--- src/inc/tbc_pkg.sv ---
`default_nettype none
package tbc_pkg;

  // Signed 16-bit signal word used along the whole chain.
  typedef logic signed [15:0] tbc_word_t;

  // Variable indexes of the accelerator signal chain.
  localparam logic [15:0] IDX_SHAPED_ACCEL = 16'h3211;
  localparam logic [15:0] IDX_ACCEL_GAIN = 16'h3213;
  localparam logic [15:0] IDX_ACCEL_BIAS = 16'h3214;
  localparam logic [15:0] IDX_ACCEL_POT = 16'h3215;
  localparam logic [15:0] IDX_FINAL_ACCEL = 16'h3216;
  localparam logic [15:0] IDX_SCRIPT_ACCEL = 16'h3218;
  localparam logic [15:0] IDX_FIRMWARE_ACCEL = 16'h3518;

  // Source type codes.
  localparam logic [2:0] SRC_POT_MIN = 3'h1;
  localparam logic [2:0] SRC_POT_MAX = 3'h4;
  localparam logic [2:0] SRC_SCRIPT = 3'h5;

  // Controller states in which the accelerator may act.
  localparam logic [7:0] STATE_RUN_A = 8'h05;
  localparam logic [7:0] STATE_RUN_B = 8'h0A;

  // Control mode codes.
  localparam logic [1:0] MODE_SPEED_EXPRESS = 2'h0;
  localparam logic [1:0] MODE_SPEED = 2'h1;
  localparam logic [1:0] MODE_TORQUE = 2'h2;

  // Signal levels: 100 %, -100 %, 0 % and the direction hints.
  localparam tbc_word_t FULL_SCALE = 16'sh7FFF;
  localparam tbc_word_t NEG_FULL_SCALE = 16'sh8001;
  localparam tbc_word_t ZERO_LEVEL = 16'sh0000;
  localparam tbc_word_t DIR_HINT_FWD = 16'sh0001;
  localparam tbc_word_t DIR_HINT_REV = 16'shFFFF;
  localparam tbc_word_t RUN_THRESHOLD = 16'sh0001;
  localparam tbc_word_t RUN_THRESHOLD_NEG = 16'shFFFF;

  // Gain divides by 128, which is a right shift by seven.
  localparam int GAIN_SHIFT = 7;
  localparam tbc_word_t UNITY_GAIN = 16'sh0080;

  // Saturation bounds in the wide working width.
  localparam logic signed [33:0] SAT_HI = 34'sh000007FFF;
  localparam logic signed [33:0] SAT_LO = 34'sh3FFFF8000;

  // Static configuration settings.
  typedef struct packed {
    logic [2:0] accelSourceType;
    logic [2:0] decelSourceType;
    logic pumpEnable;
    logic reverseLowerEnable;
    logic decelChainEnable;
    logic [1:0] controlMode;
  } tbc_cfg_s;

  // Gating conditions from the rest of the controller.
  typedef struct packed {
    logic interlockOn;
    logic faultZeroAccel;
    logic faultFullDecel;
    logic [7:0] mainState;
  } tbc_gate_s;

  // Sign-extends a signal word to the wide working width.
  function automatic logic signed [33:0] ext34(input tbc_word_t w);
    ext34 = {{18{w[15]}}, w};
  endfunction

  // Saturates a wide value to the signed 16-bit range.
  function automatic tbc_word_t sat16(input logic signed [33:0] v);
    if (v > SAT_HI) begin
      sat16 = FULL_SCALE;
    end else if (v < SAT_LO) begin
      sat16 = 16'sh8000;
    end else begin
      sat16 = v[15:0];
    end
  endfunction

  // True when a source type selects the pot path.
  function automatic logic isPotType(input logic [2:0] t);
    isPotType = (t >= SRC_POT_MIN) && (t <= SRC_POT_MAX);
  endfunction

endpackage
`default_nettype wire

--- src/hw/tbc_pin_sync.sv ---
`timescale 1ns/1ns
`default_nettype none
module tbc_pin_sync #(
  parameter int W = 2
) (
  input wire logic clk,
  input wire logic reset,
  input wire logic [W-1:0] pinIn,
  output logic [W-1:0] level
);
  logic [W-1:0] stage1_q;
  logic [W-1:0] stage2_q;
  logic [W-1:0] stage3_q;
  logic [W-1:0] level_q;
  logic [W-1:0] level_d;
  logic [W-1:0] settled;

  // A bit only moves once the second and third stages agree.
  assign settled = ~(stage2_q ^ stage3_q);
  assign level_d = (stage2_q & settled) | (level_q & ~settled);
  assign level = level_q;

  // Three-stage chain; the first stage feeds only the second.
  always_ff @(posedge clk) begin
    if (reset) begin
      stage1_q <= '0;
      stage2_q <= '0;
      stage3_q <= '0;
      level_q <= '0;
    end else begin
      stage1_q <= pinIn;
      stage2_q <= stage1_q;
      stage3_q <= stage2_q;
      level_q <= level_d;
    end
  end
endmodule
`default_nettype wire

--- src/hw/tbc_gain_stage.sv ---
`timescale 1ns/1ns
`default_nettype none
module tbc_gain_stage
  import tbc_pkg::*;
(
  input wire tbc_word_t signalIn,
  input wire tbc_word_t gainValue,
  input wire tbc_word_t biasValue,
  output tbc_word_t result
);
  logic signed [31:0] product;
  logic signed [31:0] scaled;
  tbc_word_t gained;
  logic signed [33:0] biased;

  // Multiply, divide by 128 with an arithmetic shift, then saturate.
  assign product = signalIn * gainValue;
  assign scaled = product >>> GAIN_SHIFT;
  assign gained = sat16({{2{scaled[31]}}, scaled});

  // Add the signed bias and saturate instead of wrapping.
  assign biased = ext34(gained) + ext34(biasValue);
  assign result = sat16(biased);
endmodule
`default_nettype wire

--- src/hw/tbc_command_chain.sv ---
`timescale 1ns/1ns
`default_nettype none
module tbc_command_chain
  import tbc_pkg::*;
(
  input wire logic clk,
  input wire logic reset,
  input wire tbc_cfg_s cfg,
  input wire tbc_gate_s gate,
  input wire logic forwardSwitch,
  input wire logic reverseSwitch,
  input wire logic [15:0] accelPotIn,
  input wire logic [15:0] decelPotIn,
  input wire tbc_word_t scriptAccelValue,
  input wire tbc_word_t scriptDecelValue,
  input wire tbc_word_t accelGainValue,
  input wire tbc_word_t accelBiasValue,
  output logic [15:0] accelPotSample,
  output logic [15:0] decelPotSample,
  output tbc_word_t firmwareMappedAccel,
  output tbc_word_t shapedAccelValue,
  output tbc_word_t finalAccelValue,
  output tbc_word_t mappedDecelValue,
  output tbc_word_t finalDecelValue,
  output tbc_word_t modeAccelCommand,
  output logic accelInvalid,
  output logic motorRun
);

  // Synchronised direction switches.
  logic [1:0] dirLevel;
  logic fwdOn;
  logic revOn;

  // Stage 1: captured pot samples.
  logic [15:0] accelPot_q;
  logic [15:0] decelPot_q;

  // Stage 2: mapped and selected signals.
  tbc_word_t firmwareAccel_q;
  tbc_word_t firmwareAccel_d;
  tbc_word_t selAccel_q;
  tbc_word_t selAccel_d;
  tbc_word_t mappedDecel_q;
  tbc_word_t mappedDecel_d;

  // Stage 3: shaped accel and final brake.
  tbc_word_t shaped_q;
  tbc_word_t shaped_d;
  tbc_word_t finalDecel_q;
  tbc_word_t finalDecel_d;

  // Stage 4: final accel command and validity.
  tbc_word_t finalAccel_q;
  tbc_word_t finalAccel_d;
  logic invalid_q;
  logic invalid_d;

  // Stage 5: control-mode command and run flag.
  tbc_word_t modeCmd_q;
  tbc_word_t modeCmd_d;
  logic motorRun_q;
  logic motorRun_d;

  // Combinational intermediates of the accel path.
  tbc_word_t accelMagnitude;
  tbc_word_t accelMapped;
  tbc_word_t accelHinted;
  tbc_word_t gainOut;
  tbc_word_t pumpLimited;
  tbc_word_t pumpChecked;
  logic speedMode;
  logic stateRun;
  logic accelBlocked;

  // Combinational intermediates of the brake path.
  tbc_word_t decelRaw;
  tbc_word_t decelSelected;
  tbc_word_t decelFaulted;

  // Combinational intermediates of the control-mode stage.
  logic signed [33:0] torqueWide;
  tbc_word_t torqueCmd;

  // Direction switches come from pins and are filtered first.
  tbc_pin_sync #(
    .W(2)
  ) u_dir_sync (
    .clk(clk),
    .reset(reset),
    .pinIn({reverseSwitch, forwardSwitch}),
    .level(dirLevel)
  );

  assign fwdOn = dirLevel[0];
  assign revOn = dirLevel[1];

  // Pot samples are captured on every rising clock edge.
  always_ff @(posedge clk) begin
    if (reset) begin
      accelPot_q <= 16'h0000;
      decelPot_q <= 16'h0000;
    end else begin
      accelPot_q <= accelPotIn;
      decelPot_q <= decelPotIn;
    end
  end

  // Raw magnitude: pot types give the sample held to 0..32767.
  assign accelMagnitude = !isPotType(cfg.accelSourceType) ? ZERO_LEVEL :
                          accelPot_q[15] ? FULL_SCALE :
                          tbc_word_t'(accelPot_q);

  // Mapping gives the magnitude the sign of the single active switch.
  assign accelMapped = (fwdOn && !revOn) ? accelMagnitude :
                       (revOn && !fwdOn) ? -accelMagnitude :
                       ZERO_LEVEL;

  // A zero mapping output is replaced by a small direction hint while either switch is on.
  assign accelHinted = (accelMapped != ZERO_LEVEL) ? accelMapped :
                       fwdOn ? DIR_HINT_FWD :
                       revOn ? DIR_HINT_REV :
                       ZERO_LEVEL;

  // Source type 5 takes the script value and drops the mapped one.
  assign selAccel_d = (cfg.accelSourceType == SRC_SCRIPT) ?
                      scriptAccelValue : accelHinted;
  assign firmwareAccel_d = accelMagnitude;

  // Brake type processing treats the pot sample as a signed word.
  assign decelRaw = isPotType(cfg.decelSourceType) ?
                    tbc_word_t'(decelPot_q) : ZERO_LEVEL;

  // Brake source type 5 takes the script value instead.
  assign decelSelected = (cfg.decelSourceType == SRC_SCRIPT) ?
                         scriptDecelValue : decelRaw;

  // Negative brake is meaningless, so the limiter floors it at zero.
  assign mappedDecel_d = (decelSelected < ZERO_LEVEL) ? ZERO_LEVEL :
                         decelSelected;

  // Stage 2 registers.
  always_ff @(posedge clk) begin
    if (reset) begin
      firmwareAccel_q <= ZERO_LEVEL;
      selAccel_q <= ZERO_LEVEL;
      mappedDecel_q <= ZERO_LEVEL;
    end else begin
      firmwareAccel_q <= firmwareAccel_d;
      selAccel_q <= selAccel_d;
      mappedDecel_q <= mappedDecel_d;
    end
  end

  // Gain and bias nodes.
  tbc_gain_stage u_gain (
    .signalIn(selAccel_q),
    .gainValue(accelGainValue),
    .biasValue(accelBiasValue),
    .result(gainOut)
  );

  // Pump limiter: with the pump enabled it caps at 100 %, floors only for lowering.
  assign pumpLimited = !cfg.pumpEnable ? gainOut :
                       (gainOut > FULL_SCALE) ? FULL_SCALE :
                       (cfg.reverseLowerEnable &&
                        gainOut < NEG_FULL_SCALE) ? NEG_FULL_SCALE :
                       gainOut;
  assign shaped_d = pumpLimited;

  // Full-brake fault forces 100 %, the chain enable gates it all.
  assign decelFaulted = gate.faultFullDecel ? FULL_SCALE :
                        mappedDecel_q;
  assign finalDecel_d = cfg.decelChainEnable ? decelFaulted :
                        ZERO_LEVEL;

  // Stage 3 registers.
  always_ff @(posedge clk) begin
    if (reset) begin
      shaped_q <= ZERO_LEVEL;
      finalDecel_q <= ZERO_LEVEL;
    end else begin
      shaped_q <= shaped_d;
      finalDecel_q <= finalDecel_d;
    end
  end

  // Mode and state decoding.
  assign speedMode = (cfg.controlMode == MODE_SPEED_EXPRESS) ||
                     (cfg.controlMode == MODE_SPEED);
  assign stateRun = (gate.mainState == STATE_RUN_A) ||
                    (gate.mainState == STATE_RUN_B);

  // Both direction switches at once is an invalid accel input.
  assign invalid_d = fwdOn && revOn;

  // A pump may not run backwards in either speed mode.
  assign pumpChecked = (speedMode && cfg.pumpEnable &&
                        shaped_q < ZERO_LEVEL) ? ZERO_LEVEL :
                       shaped_q;

  // Any blocking condition forces the final accel command to zero.
  assign accelBlocked = !gate.interlockOn || gate.faultZeroAccel ||
                        !stateRun || invalid_d;
  assign finalAccel_d = accelBlocked ? ZERO_LEVEL : pumpChecked;

  // Stage 4 registers.
  always_ff @(posedge clk) begin
    if (reset) begin
      finalAccel_q <= ZERO_LEVEL;
      invalid_q <= 1'b0;
    end else begin
      finalAccel_q <= finalAccel_d;
      invalid_q <= invalid_d;
    end
  end

  // Torque mode subtracts twice the brake, saturating the result.
  assign torqueWide = ext34(finalAccel_q) -
                      (ext34(finalDecel_q) <<< 1);
  assign torqueCmd = sat16(torqueWide);

  // Speed modes let any brake override the accel command.
  assign modeCmd_d = !speedMode ? torqueCmd :
                     (finalDecel_q != ZERO_LEVEL) ? ZERO_LEVEL :
                     finalAccel_q;

  // The motor only spins when the command magnitude exceeds 1.
  assign motorRun_d = (finalAccel_q > RUN_THRESHOLD) ||
                      (finalAccel_q < RUN_THRESHOLD_NEG);

  // Stage 5 registers.
  always_ff @(posedge clk) begin
    if (reset) begin
      modeCmd_q <= ZERO_LEVEL;
      motorRun_q <= 1'b0;
    end else begin
      modeCmd_q <= modeCmd_d;
      motorRun_q <= motorRun_d;
    end
  end

  // Every output comes from a register.
  assign accelPotSample = accelPot_q;
  assign decelPotSample = decelPot_q;
  assign firmwareMappedAccel = firmwareAccel_q;
  assign shapedAccelValue = shaped_q;
  assign finalAccelValue = finalAccel_q;
  assign mappedDecelValue = mappedDecel_q;
  assign finalDecelValue = finalDecel_q;
  assign modeAccelCommand = modeCmd_q;
  assign accelInvalid = invalid_q;
  assign motorRun = motorRun_q;

endmodule
`default_nettype wire

--- config.mk ---
export PLATFORM = sky130hd
export DESIGN_NAME = tbc_command_chain
export DESIGN_NICKNAME = d
export VERILOG_FILES = /design/src/inc/tbc_pkg.sv /design/src/hw/tbc_pin_sync.sv /design/src/hw/tbc_gain_stage.sv /design/src/hw/tbc_command_chain.sv
export SDC_FILE = /design/constraint.sdc
export NUM_CORES = 1
export LEC_CHECK = 0
export BUFFER_PORTS_ARGS = -buffer_cell sky130_fd_sc_hd__buf_2
export CAP_MARGIN = 20
export CORE_MARGIN = 4
export CORE_UTILIZATION = 45
export CTS_BUF_LIST = sky130_fd_sc_hd__clkbuf_8
export DETAILED_ROUTE_END_ITERATION = 7
export GPL_TIMING_DRIVEN = 1
export PLACE_DENSITY = 0.75
export SYNTH_ARGS = -nofsm -noshare
export SYNTH_HDL_FRONTEND = slang
export SYNTH_SLANG_ARGS = --single-unit
--- constraint.sdc ---
create_clock -name clk -period 12.1 [get_ports clk]
set_input_delay 0 -clock clk [delete_from_list [all_inputs] [get_ports clk]]
set_output_delay 0 -clock clk [all_outputs]
set_load 0.01 [all_outputs]
# Yosys cells after proc, flatten, opt, wreduce, memory -nomap -nowiden
# Index checks and enable logic that the tools add are counted.
[op_classes]
n_eq_ne = 5
n_mul = 1
n_reduce_logical = 25
n_bitwise = 7
n_mux = 22
addsub = 3
magnitude_cmp = 16
[ops]
columns = ["cell", "n"]
rows = [
  ["$mux 16", 19],
  ["$lt 16x1->1 const B", 3],
  ["$mux 15", 3],
  ["$gt 34x16->1 const B", 1],
  ["$lt 34x16->1 const B", 1],
  ["$mul 16x16->32", 1],
  ["$reduce_bool 16->1", 2],
  ["$gt 25x16->1 const B", 1],
  ["$lt 25x16->1 const B", 1],
  ["$gt 18x16->1 const B", 1],
  ["$lt 18x16->1 const B", 1],
  ["$sub 16x17->18", 1],
  ["$add 16x16->17", 1],
  ["$gt 16x16->1 const B", 1],
  ["$gt 16x2->1 const B", 1],
  ["$lt 16x16->1 const B", 1],
  ["$neg 15->16", 1],
  ["$eq 8x3->1 const B", 1],
  ["$eq 8x4->1 const B", 1],
  ["$logic_and 1x1->1", 8],
  ["$eq 3x3->1 const B", 2],
  ["$ge 3x1->1 const B", 2],
  ["$le 3x3->1 const B", 2],
  ["$logic_or 1x1->1", 6],
  ["10 further kinds", 17],
]
[totals]
input_bits = 122
ff_bits = 154
out_inout_bits = 130
elab_cells = 95

# Depth between registers and ports, before layout
# Gate-level depths: netlist of the first run.
[depth]
word_depth = 13
depth_mapped = 37
mapped_depth_nobuf = 35

# Cells and area by module
# Synthesis of the first run repeated with hierarchy kept, for this count alone.
[unflattened]
cells_unflattened = 2019
hier_area_um2 = 17574.4
[modules_own_cells]
columns = ["mod", "area_per_inst_um2", "seq_area_each_um2", "cells_per_inst", "instances"]
rows = [
  ["tbc_gain_stage", 10674.0, 0.0, 1210, 1],
  ["tbc_command_chain", 6672.6, 2902.8, 789, 1],
  ["tbc_pin_sync", 227.7, 160.2, 20, 1],
]

# Worst setup path after synthesis of the first run
# OpenSTA, ideal clock, no wires.
[synth_path]
path_type = "register to register"
start = "reg selAccel_q[15]"
end = "reg shaped_q[0] (netlist: shapedAccelValue[0])"
setup_ns = 0.087
t_required_ns = 12.013
path_buffers = 2
path_stages_with_launch = 35
path_slack_ns = 2.803
arrival_ns = 9.210
period_less_slack_ns = 9.297
cell_sequence = "dfxtp_1 -> clkbuf_1 -> nand2_1 -> fa_1 -> fa_1 -> inv_1 -> fa_1 -> fa_1 -> fa_1 -> inv_1 -> fa_1 -> inv_1 -> ha_1 -> a21o_1 -> a21o_1 -> a21o_1 -> clkbuf_1 -> or4b_2 -> a22oi_1 -> nor2_1 -> nor4b_1 -> a31o_2 -> o21ai_0 -> ha_1 -> inv_1 -> fa_1 -> nor2b_1 -> o21a_1 -> o21ai_0 -> a21oi_1 -> xor2_1 -> or4_1 -> nor4_1 -> a31oi_1 -> o31ai_1"
[synth_via]
elab_chain_len = 13
elab_cells_between_ends = 16
cone_classes = "add/sub (1); mul (1); order compare (6); mux (7); reduce/logical (1)"
[synth_lines]
columns = ["item", "line", "source"]
rows = [
  ["from (decl)", "tbc_command_chain.sv:42", "tbc_word_t selAccel_q;"],
  ["from (signal assigned)", "tbc_command_chain.sv:150", "selAccel_q <= selAccel_d;"],
  ["$mul 16x16->32 (*)", "tbc_gain_stage.sv:17", "assign product = signalIn * gainValue;"],
  ["$lt 25x16->1", "tbc_pkg.sv:74", "end else if (v < SAT_LO) begin"],
  ["$mux 16", "tbc_pkg.sv:74", ""],
  ["$mux 16 (*)", "tbc_pkg.sv:72", "if (v > SAT_HI) begin"],
  ["$add 16x16->17 (*)", "tbc_gain_stage.sv:22", "assign biased = ext34(gained) + ext34(biasValue);"],
  ["$lt 34x16->1", "tbc_pkg.sv:74", ""],
  ["$mux 16", "tbc_pkg.sv:74", ""],
  ["$mux 16 (*)", "tbc_pkg.sv:72", ""],
  ["$lt 16x16->1", "tbc_command_chain.sv:167", "gainOut < NEG_FULL_SCALE) ? NEG_FULL_SCALE :"],
  ["$logic_and 1x1->1", "tbc_command_chain.sv:166", "(cfg.reverseLowerEnable &&"],
  ["$mux 16", "tbc_command_chain.sv:167", ""],
  ["$mux 16", "tbc_command_chain.sv:165", "(gainOut > FULL_SCALE) ? FULL_SCALE :"],
  ["$mux 16 (*)", "tbc_command_chain.sv:164", "assign pumpLimited = !cfg.pumpEnable ? gainOut :"],
  ["to (signal assigned)", "tbc_command_chain.sv:183", "shaped_q <= shaped_d;"],
  ["to (decl)", "tbc_command_chain.sv:48", "tbc_word_t shaped_q;"],
]
# Every way passes the cells marked *; elsewhere a longest branch is shown, timed or not.
# A chain may end at the register's enable or synchronous reset.

# Worst setup path after layout of the first run
# Ends and elaborated chain as after synthesis.

==> qor.yml, run 1 <==
drt:
  postRouteAntennaNets: 0
  wl_per_cell_um: 16.9
  drt_pass1_iterations: 5
  drc_errors: 0
  totalWireLength_um: 47800
  drt_iter0_markers: 849
  vias_per_cell: 5.30
  via_count: 15000
synth:
  synth_area_um2: 17500
  yosys-mux-area-fraction: 0.0126
  yosysMostFrequentCell: "inv_1"
  synth_area_leaders: "fa_1 30%, dfxtp_1 17%, ha_1 8.0%"
  syn_area_per_cell_um2: 8.62
  synth_enable_flop_cells: 0
  async_flop_share: 0
  synth-compound-area-share: 0.111
  ys.flop_type: "dfxtp_1"
  yosys_warnings: 0
  synth_common_cells: "349 x inv_1, 263 x fa_1, 193 x nand2_1"
  netlist.area_leader.share: 0.301
  ys_types: 74
  synthSimpleGateAreaFrac: 0.199
  synth_area_leader_cell: "fa_1"
  yosysSeqAreaShare: 0.175
  yosys.area_share.adder: 0.381
  syn_inst: 2033
  ys_ff_latch: 153
  synth_top_family_by_area: "adder cells"
  synth_xor_area_frac: 0.0280
grt:
  gr-max-usage-layer: "met2"
  grt_max_degree: 81
  antenna_found_initial: 4
  grt.overflow.total: 0
  grt_use_met3: 0.0361
  grtUsageMet2: 0.396
  use_met1: 0.294
  grt_pass1_wl_um: 78200
  first_global_vias: 15600
  track_usage: 0.228
timing:
  holdWs_ns: 0.0878
  finalSetupViolations: 0
  worst_pin_slew_ns: 0.956
  final_max_slew_viol_count: 0
  finalHoldViolCount: 0
  fin_worst_skew_ns: 0.0142
  timing.final.ws_setup_ns: 1.44
  grt_setup_unrepaired: "false"
  min_period_ns: 10.66
  fin_crit_sh: 0.881
  clock.fmax_mhz: 93.8
  slew-limit-headroom: 0.359
  finalSetupTns_ns: 0
run_status:
  status: "complete, no violations"
finish:
  drive_above_1_share: 0.134
  seq_area_um2: 3060
  nets: 2788
  fillers: 3549
  multi_input_area_um2: 12800
  stdcell_count: 2825
  area_growth_pct: 15.1
  fin_area_um2: 20200
  post-route-util: 0.523
setup_path:
  path_max_fanout: 16
  cp_top_family: "adder cells"
  crit_top_cell: "fa_1"
  rr_worst_depth: 33
  critPathArrivalTime_ns: 11.02
  crit_start: "selAccel_q[15]"
  worst_r2r_endpoint: "shapedAccelValue[0]"
  r2r_slack_ns: 1.44
  critPathBufInv: 5
  reg2reg_from: "selAccel_q[15]"
  cp.required_ns: 12.46
  end_kind: "flop"
  critPathMaxStageDelay_ns: 0.76
  path_class: "reg -> reg"
  start_kind: "flop"
  slowest_stage: "fa_1"
place:
  place_inst: 2722
  placed_area_um2: 19100
  io_buffers: 249
  gp_congestion: 0.943
  post-place-ws_ns: 1.40
  hpwlAfterDp_um: 38600
floorplanning:
  die_w_um: 205
  die_h_um: 205
  ios: 252
  core_um2: 38600
  dieArea_um2: 42100
  fp-row-count: 72
  start_util: 0.454
pwr:
  total_power_mw: 2.65
  power_density_nw_per_um2: 131
  ir_drop_uv: 140
  leakagePower_nw: 9.95
flow_run:
  max_cap_viol_count: 0
clock_network:
  cts.sinks: 153
  clock_latency_ns: 0.46
  htreeDepth: 4
  cts_tree: "done"
  cts_root_buf: "clkbuf_8"
  cts.path.max_buffers: 2
  cts_buffers: 17
  path_clk_slew_ns: 0.08
worst_hold_path:
  min_path_type: "in -> reg"
  min_path_cells: 3
  hold_end: "finalDecelValue[13]"
  worstHoldStart: "cfg[2]"
metal layers:
layer	vias up	part of all wire
li1	6970	-
met2	549	0.50
met4	0	0.029
met3	103	0.064
met5	-	0
met1	7358	0.41
registers in the layout, summed over array words and instances (netlist names), named ones only:
signal / flops
u_dir_sync.stage1_q: 2
shapedAccelValue: 16
motorRun: 1
selAccel_q: 16
u_dir_sync.stage3_q: 2
accelPotSample: 16
modeAccelCommand: 16
firmwareMappedAccel: 15
u_dir_sync.stage2_q: 2
finalAccelValue: 16
finalDecelValue: 16
decelPotSample: 16
mappedDecelValue: 16
accelInvalid: 1
worst max-delay path by stage:
stage	to	slack [ns]	cells after the start
floorplan	shapedAccelValue[0]	2.80	34
global placement	shapedAccelValue[0]	1.76	33
detailed placement	shapedAccelValue[0]	1.40	33
CTS	shapedAccelValue[0]	1.34	33
global route	shapedAccelValue[0]	0.64	33
finish	shapedAccelValue[0]	1.44	33
worst register-to-register path: cells and delay by family (launching register included):
kind,cells,cell delay [ns]
AO/OA/AOI/OAI,11,2.67
XOR/XNOR,1,0.22
adder cells (fa/ha/maj),9,4.14
buffers and inverters,5,0.64
flip-flops,1,0.69
AND/OR/NAND/NOR,7,2.17
cell usage in the layout (no fill, tap or decap), types with 4 or more instances in the layout:
cell,instances
a211oi_1,17
a211oi_2,10
a21o_1,21
a21oi_1,90
a311oi_1,5
a31o_2,4
and2_1,142
and3_1,7
buf_2,249
buf_4,5
clkbuf_8,18
clkinv_2,5
dfxtp_1,153
diode_2,4
dlygate4sd3_1,67
fa_1,263
ha_1,112
inv_1,350
mux2i_1,22
nand2_1,193
nand2b_1,17
nand3_1,28
nand4_1,15
nor2_1,167
nor2b_1,50
nor3_1,14
nor4_1,18
o211a_1,4
o211ai_1,6
o21a_1,14
o21ai_0,67
o21bai_1,11
o22ai_1,6
o31ai_1,4
or2_2,6
or3_1,9
or4_1,10
xnor2_1,39
xor2_1,17
logic make-up after synthesis:
group	Yosys count
and+or+nand+nor	698
buffers and inverters	432
adders and majority gates	375
AOI/OAI and AO/OA	296
DFF	153
xor gates and xnor gates	56
muxes	22
other	1
where the power goes:
part	internal (mW)	switching [mW]	total, mW
Clock	0.164	0.194	0.359
Combinational	0.707	0.986	1.69
Sequential	0.554	0.0423	0.596
timing repair:
| item | 4_1_cts | 5_1_grt |
|---|---|---|
| hold buffers | 67 | 0 |
| endpoints found under the hold margin | 85 | 0 |
| buffers inserted | 0 | 0 |
| resized for setup | 0 | 0 |
layout make-up:
cell class | count | share of cell area
Antenna cell | 4 | 0.000497
Clock buffer | 18 | 0.0123
Clock inverter | 13 | 0.00534
Inverter | 349 | 0.0650
Multi-Input combinational cell | 1449 | 0.636
Sequential cell | 153 | 0.152
Tap cell | 518 | 0.0322
Timing Repair Buffer | 321 | 0.0970
Power figures use the tool's default switching activity.
==> run 2: changes to the inputs <==
--- a/config.mk
+++ b/config.mk
@@ -13,6 +13,7 @@
 export DETAILED_ROUTE_END_ITERATION = 7
 export GPL_TIMING_DRIVEN = 1
 export PLACE_DENSITY = 0.75
+export REMOVE_ABC_BUFFERS = 1
 export SYNTH_ARGS = -nofsm -noshare
 export SYNTH_HDL_FRONTEND = slang
 export SYNTH_SLANG_ARGS = --single-unit
==> qor.yml, run 2 (same netlist as run 1, synthesis figures left out) <==
timing:
  finalSetupTns_ns: 0  # unchanged
  slew-limit-headroom: 0.250  # was 0.359
  finalHoldViolCount: 0  # unchanged
  finalSetupViolations: 0  # unchanged
  min_period_ns: 10.70  # was 10.66 ns
  final_max_slew_viol_count: 0  # unchanged
  clock.fmax_mhz: 93.4  # was 93.8 MHz
  worst_pin_slew_ns: 1.09  # was 0.956 ns
  fin_worst_skew_ns: 0.0163  # was 0.0142 ns
  grt_setup_unrepaired: "false"  # unchanged
  fin_crit_sh: 0.884  # was 0.881
pwr:
  internal_power_mw: 1.42  # was 1.43 mW
  leakagePower_nw: 9.96  # was 9.95 nW
  power.share.clock: 0.137  # was 0.136
  swShare: 0.464  # was 0.462
  power_density_nw_per_um2: 131  # about the same
  p_seq_frac: 0.225  # about the same
  ir_drop_uv: 126  # was 140 uV
  combPwrFrac: 0.639  # about the same
  power.net_switching_mw: 1.23  # was 1.22 mW
setup_path:
  cp_top_family: "adder cells"  # unchanged
  cp.required_ns: 12.41  # was 12.46 ns
  r2r_slack_ns: 1.40  # was 1.44 ns
  crit_start: "selAccel_q[15]"  # unchanged
  start_kind: "flop"  # unchanged
  slowest_stage: "mux2i_1"  # was fa_1
  path_max_fanout: 16  # unchanged
  crit_top_cell: "fa_1"  # unchanged
  critPathMaxStageDelay_ns: 0.87  # was 0.76 ns
  path_class: "reg -> reg"  # unchanged
  critPathBufInv: 5  # unchanged
  critPathArrivalTime_ns: 11.01  # was 11.02 ns
  reg2reg_from: "selAccel_q[15]"  # unchanged
  end_kind: "flop"  # unchanged
grt:
  grt_max_degree: 78  # was 81
  antenna_found_initial: 2  # was 4
  grt.overflow.total: 0  # unchanged
  grt_pass1_wl_um: 78700  # was 78200 um
  first_global_vias: 15800  # was 15600
  track_usage: 0.229  # was 0.228
worst_hold_path:
  worstHoldStart: "accelBiasValue[2]"  # was cfg[2]
  min_path_type: "in -> reg"  # unchanged
clock_network:
  htreeDepth: 4  # unchanged
  cts_root_buf: "clkbuf_8"  # unchanged
  cts_buffers: 17  # unchanged
  cts.sinks: 153  # unchanged
  cts.path.max_buffers: 2  # unchanged
  cts_resized: 0  # unchanged
  cts_tree: "done"  # unchanged
  clock_latency_ns: 0.46  # about the same
  post_cts_buffers: 0  # unchanged
  path_clk_slew_ns: 0.09  # was 0.08 ns
run_status:
  status: "complete, no violations"  # unchanged
finish:
  drive_above_1_share: 0.134  # unchanged
  stdcell_count: 2824  # was 2825
  fillers: 3555  # was 3549
  layout_common_cells: "349 x inv_1, 263 x fa_1, 249 x buf_2, 193 x nand2_1, 167 x nor2_1"  # was 350 x inv_1, 263 x fa_1, 249 x buf_2, 193 x nand2_1, 167 x nor2_1
  nets: 2787  # was 2788
  area_growth_pct: 15.1  # about the same
  layout_commonest_cell: "inv_1"  # unchanged
floorplanning:
  start_util: 0.454  # unchanged
  dieArea_um2: 42100  # unchanged
  ios: 252  # unchanged
  core_um2: 38600  # unchanged
  die_w_um: 205  # unchanged
  die_h_um: 205  # unchanged
  fp-row-count: 72  # unchanged
drt:
  postRouteAntennaNets: 0  # unchanged
  drc_errors: 0  # unchanged
  vias_per_cell: 5.35  # was 5.30
  via_count: 15100  # was 15000
  drt_pass1_iterations: 6  # was 5
  drt_iter0_markers: 979  # was 849
  totalWireLength_um: 47800  # about the same
  wl_per_cell_um: 16.9  # about the same
place:
  hpwlAfterDp_um: 38700  # was 38600 um
  gp_congestion: 0.913  # was 0.943
  place_inst: 2720  # was 2722
  io_buffers: 249  # unchanged
flow_run:
  max_cap_viol_count: 0  # unchanged
run 2: worst paths after layout:
kind / endpoint / cells past startpoint
worst max register to register: shapedAccelValue[0] / 30
worst min register to register: u_dir_sync.stage2_q[0] / 1
worst max-delay path: shapedAccelValue[0] / 30
worst min-delay path: shapedAccelValue[2] / 5
run 2: what timing repair did:
item	in CTS	in global routing
setup endpoints to repair	0	0
hold buffers	68	0
hold endpoints to repair	87	0
run 2: worst reg2reg max path: cells and delay by family (launching register included):
family / cells / cell delay [ns]
adders and majority gates: 9 / 4.39
DFF: 1 / 0.67
and+or+nand+nor: 7 / 1.93
AOI/OAI and AO/OA: 8 / 2.07
buffers and inverters: 5 / 0.62
muxes: 1 / 0.87
run 2: per-stage QoR:
stage | util | setup WS [ns] | hold slack [ns] | power [mW] | area, um2
3_5_place_dp | 0.495 | 1.48 | 0.215 | 2.26 | 19100
6_report | 0.523 | 1.40 | 0.0507 | 2.64 | 20200
5_1_grt | 0.523 | 0.689 | 0.0543 | 2.89 | 20200
3_3_place_gp | 0.495 | 1.61 | 0.205 | 2.22 | 19100
2_1_floorplan | - | 2.73 | 0.0646 | 1.86 | 17200
4_1_cts | 0.523 | 1.43 | 0.0133 | 2.64 | 20100
run 2: power groups by stage:
| stage | clock, mW | sequential [mW] | combinational, mW |
|---|---|---|---|
| after floorplan | 0 | 0.609 | 1.25 |
| after global placement | 0 | 0.602 | 1.61 |
| after detailed placement | 0 | 0.604 | 1.65 |
| after CTS | 0.371 | 0.592 | 1.68 |
| after global routing | 0.391 | 0.598 | 1.90 |
| final | 0.361 | 0.593 | 1.69 |
run 2: final cells by class:
class                   count  area [um2]  area share
flip-flops and latches    153        3060       0.152
inverters                 349        1310      0.0650
repair buffers            320        1950      0.0967
well taps                 518         648      0.0321
diodes                      3        7.51    0.000372
multi-input cells        1449       12800       0.636
clock inverters            13         109     0.00540
clock buffers              19         262      0.0130
run 2: layer usage:
metal  vias to the layer above  part of all wire  track usage
met2                       588              0.49        0.390
met3                       124             0.063       0.0391
met5                         -                 0            0
met1                      7418              0.42        0.297
met4                         0             0.032       0.0792
li1                       6969                 -            -
==> run 3: changes to the inputs <==
--- a/config.mk
+++ b/config.mk
@@ -9,7 +9,6 @@
 export CAP_MARGIN = 20
 export CORE_MARGIN = 4
 export CORE_UTILIZATION = 45
-export CTS_BUF_LIST = sky130_fd_sc_hd__clkbuf_8
 export DETAILED_ROUTE_END_ITERATION = 7
 export GPL_TIMING_DRIVEN = 1
 export PLACE_DENSITY = 0.75
==> qor.yml, run 3 (same netlist as run 1, synthesis figures left out) <==
drt:
  vias_per_cell: 5.37  # was 5.35
  wl_per_cell_um: 17.0  # was 16.9 um
  via_count: 15200  # was 15100
  postRouteAntennaNets: 0  # unchanged
  drt_iter0_markers: 962  # was 979
  drc_errors: 0  # unchanged
  drt_pass1_iterations: 5  # was 6
  totalWireLength_um: 47900  # was 47800 um
clock_network:
  cts.sinks: 153  # unchanged
  cts_buffers: 17  # unchanged
  path_clk_slew_ns: 0.06  # was 0.09 ns
  clock_latency_ns: 0.43  # was 0.46 ns
  cts.path.max_buffers: 2  # unchanged
  htreeDepth: 4  # unchanged
  cts_root_buf: "clkbuf_16"  # was clkbuf_8
  cts_tree: "done"  # unchanged
timing:
  finalSetupViolations: 0  # unchanged
  holdWs_ns: 0.0930  # was 0.0507 ns
  timing.final.ws_setup_ns: 1.37  # was 1.40 ns
  worst_pin_slew_ns: 1.10  # was 1.09 ns
  finalHoldViolCount: 0  # unchanged
  grt_setup_unrepaired: "false"  # unchanged
  fin_crit_sh: 0.887  # was 0.884
  clock.fmax_mhz: 93.2  # was 93.4 MHz
  slew-limit-headroom: 0.245  # was 0.250
  final_max_slew_viol_count: 0  # unchanged
  min_period_ns: 10.73  # was 10.70 ns
  fin_worst_skew_ns: 0.00951  # was 0.0163 ns
  finalSetupTns_ns: 0  # unchanged
flow_run:
  max_cap_viol_count: 0  # unchanged
floorplanning:
  core_um2: 38600  # unchanged
  ios: 252  # unchanged
  dieArea_um2: 42100  # unchanged
  fp-row-count: 72  # unchanged
  start_util: 0.454  # unchanged
  die_w_um: 205  # unchanged
  die_h_um: 205  # unchanged
worst_hold_path:
  min_path_type: "in -> reg"  # unchanged
  worstHoldStart: "accelBiasValue[2]"  # unchanged
  min_path_cells: 5  # unchanged
finish:
  fillers: 3532  # was 3555
  area_growth_pct: 16.2  # was 15.1%
  drive_above_1_share: 0.134  # unchanged
  stdcell_count: 2824  # unchanged
  nets: 2787  # unchanged
  layout_commonest_cell: "inv_1"  # unchanged
  layout_common_cells: "349 x inv_1, 263 x fa_1, 249 x buf_2, 193 x nand2_1, 167 x nor2_1"  # unchanged
setup_path:
  reg2reg_from: "selAccel_q[15]"  # unchanged
  cp.required_ns: 12.37  # was 12.41 ns
  slowest_stage: "mux2i_1"  # unchanged
  crit_start: "selAccel_q[15]"  # unchanged
  critPathMaxStageDelay_ns: 0.88  # was 0.87 ns
  start_kind: "flop"  # unchanged
  critPathArrivalTime_ns: 11.00  # was 11.01 ns
  end_kind: "flop"  # unchanged
  rr_worst_depth: 30  # unchanged
  crit_top_cell: "fa_1"  # unchanged
  path_class: "reg -> reg"  # unchanged
  path_max_fanout: 16  # unchanged
grt:
  antenna_found_initial: 2  # unchanged
  track_usage: 0.229  # about the same
  grt.overflow.total: 0  # unchanged
  first_global_vias: 15800  # about the same
  grt_pass1_wl_um: 78900  # was 78700 um
  grt_max_degree: 78  # unchanged
place:
  place_inst: 2720  # unchanged
  hpwlAfterDp_um: 38700  # unchanged
  post-place-ws_ns: 1.48  # unchanged
  gp_congestion: 0.913  # unchanged
  io_buffers: 249  # unchanged
pwr:
  leakagePower_nw: 10.0  # was 9.96 nW
  ir_drop_uv: 128  # was 126 uV
  power_density_nw_per_um2: 137  # was 131 nW/um2
run_status:
  status: "complete, no violations"  # unchanged
[run 3: cell count changes in the layout (fill, tap and decap cells not counted)]
cell / delta
clkbuf_16: +17
clkbuf_8: -17
[run 3: metrics by stage]
| stage | util | power, mW | instance area, um2 |
|---|---|---|---|
| 2_1_floorplan | - | 1.86 | 17200 |
| 3_3_place_gp | 0.495 | 2.22 | 19100 |
| 3_5_place_dp | 0.495 | 2.26 | 19100 |
| 4_1_cts | 0.528 | 2.78 | 20300 |
| 5_1_grt | 0.528 | 3.02 | 20400 |
| 6_report | 0.528 | 2.78 | 20400 |
[run 3: layer usage]
| layer | global-route usage | vias up | wire length [um] |
|---|---|---|---|
| met2 | 0.393 | 573 | 23600 |
| met5 | 0 | - | 0 |
| li1 | - | 6962 | - |
| met1 | 0.297 | 7508 | 20100 |
| met4 | 0.0761 | 0 | 1390 |
| met3 | 0.0369 | 126 | 2800 |
[run 3: power by group]
group,total [mW],internal [mW],switching [mW]
combinational,1.69,0.705,0.986
clock,0.499,0.278,0.221
sequential,0.594,0.555,0.0395
[run 3: area by class of cell]
cell class              instances  area, um2  share of cell area
clock inverters                13        109             0.00535
inverters                     349       1310              0.0644
repair buffers                320       1950              0.0958
multi-input cells            1449      12800               0.630
flip-flops and latches        153       3060               0.150
diodes                          3       7.51            0.000369
well taps                     518        648              0.0318
clock buffers                  19        453              0.0223
[run 3: what timing repair did]
| action | CTS | global route |
|---|---|---|
| setup buffers | 0 | 0 |
| hold endpoints to repair | 83 | 0 |
| gates resized for setup | 0 | 0 |
| hold buffers | 68 | 0 |
[run 3: worst paths after layout]
kind / endpoint / slack, ns
max reg2reg: shapedAccelValue[0] / 1.37
max: shapedAccelValue[0] / 1.37
min: shapedAccelValue[2] / 0.09
min reg2reg: u_dir_sync.stage2_q[0] / 0.44
[run 3: worst max-delay path, delay by kind of cell (launching register included)]
kind,cells,cell delay (ns)
AO/OA/AOI/OAI,8,2.07
adder cells (fa/ha/maj),9,4.40
buffers and inverters,5,0.63
flip-flops,1,0.66
multiplexers,1,0.88
AND/OR/NAND/NOR,7,1.91
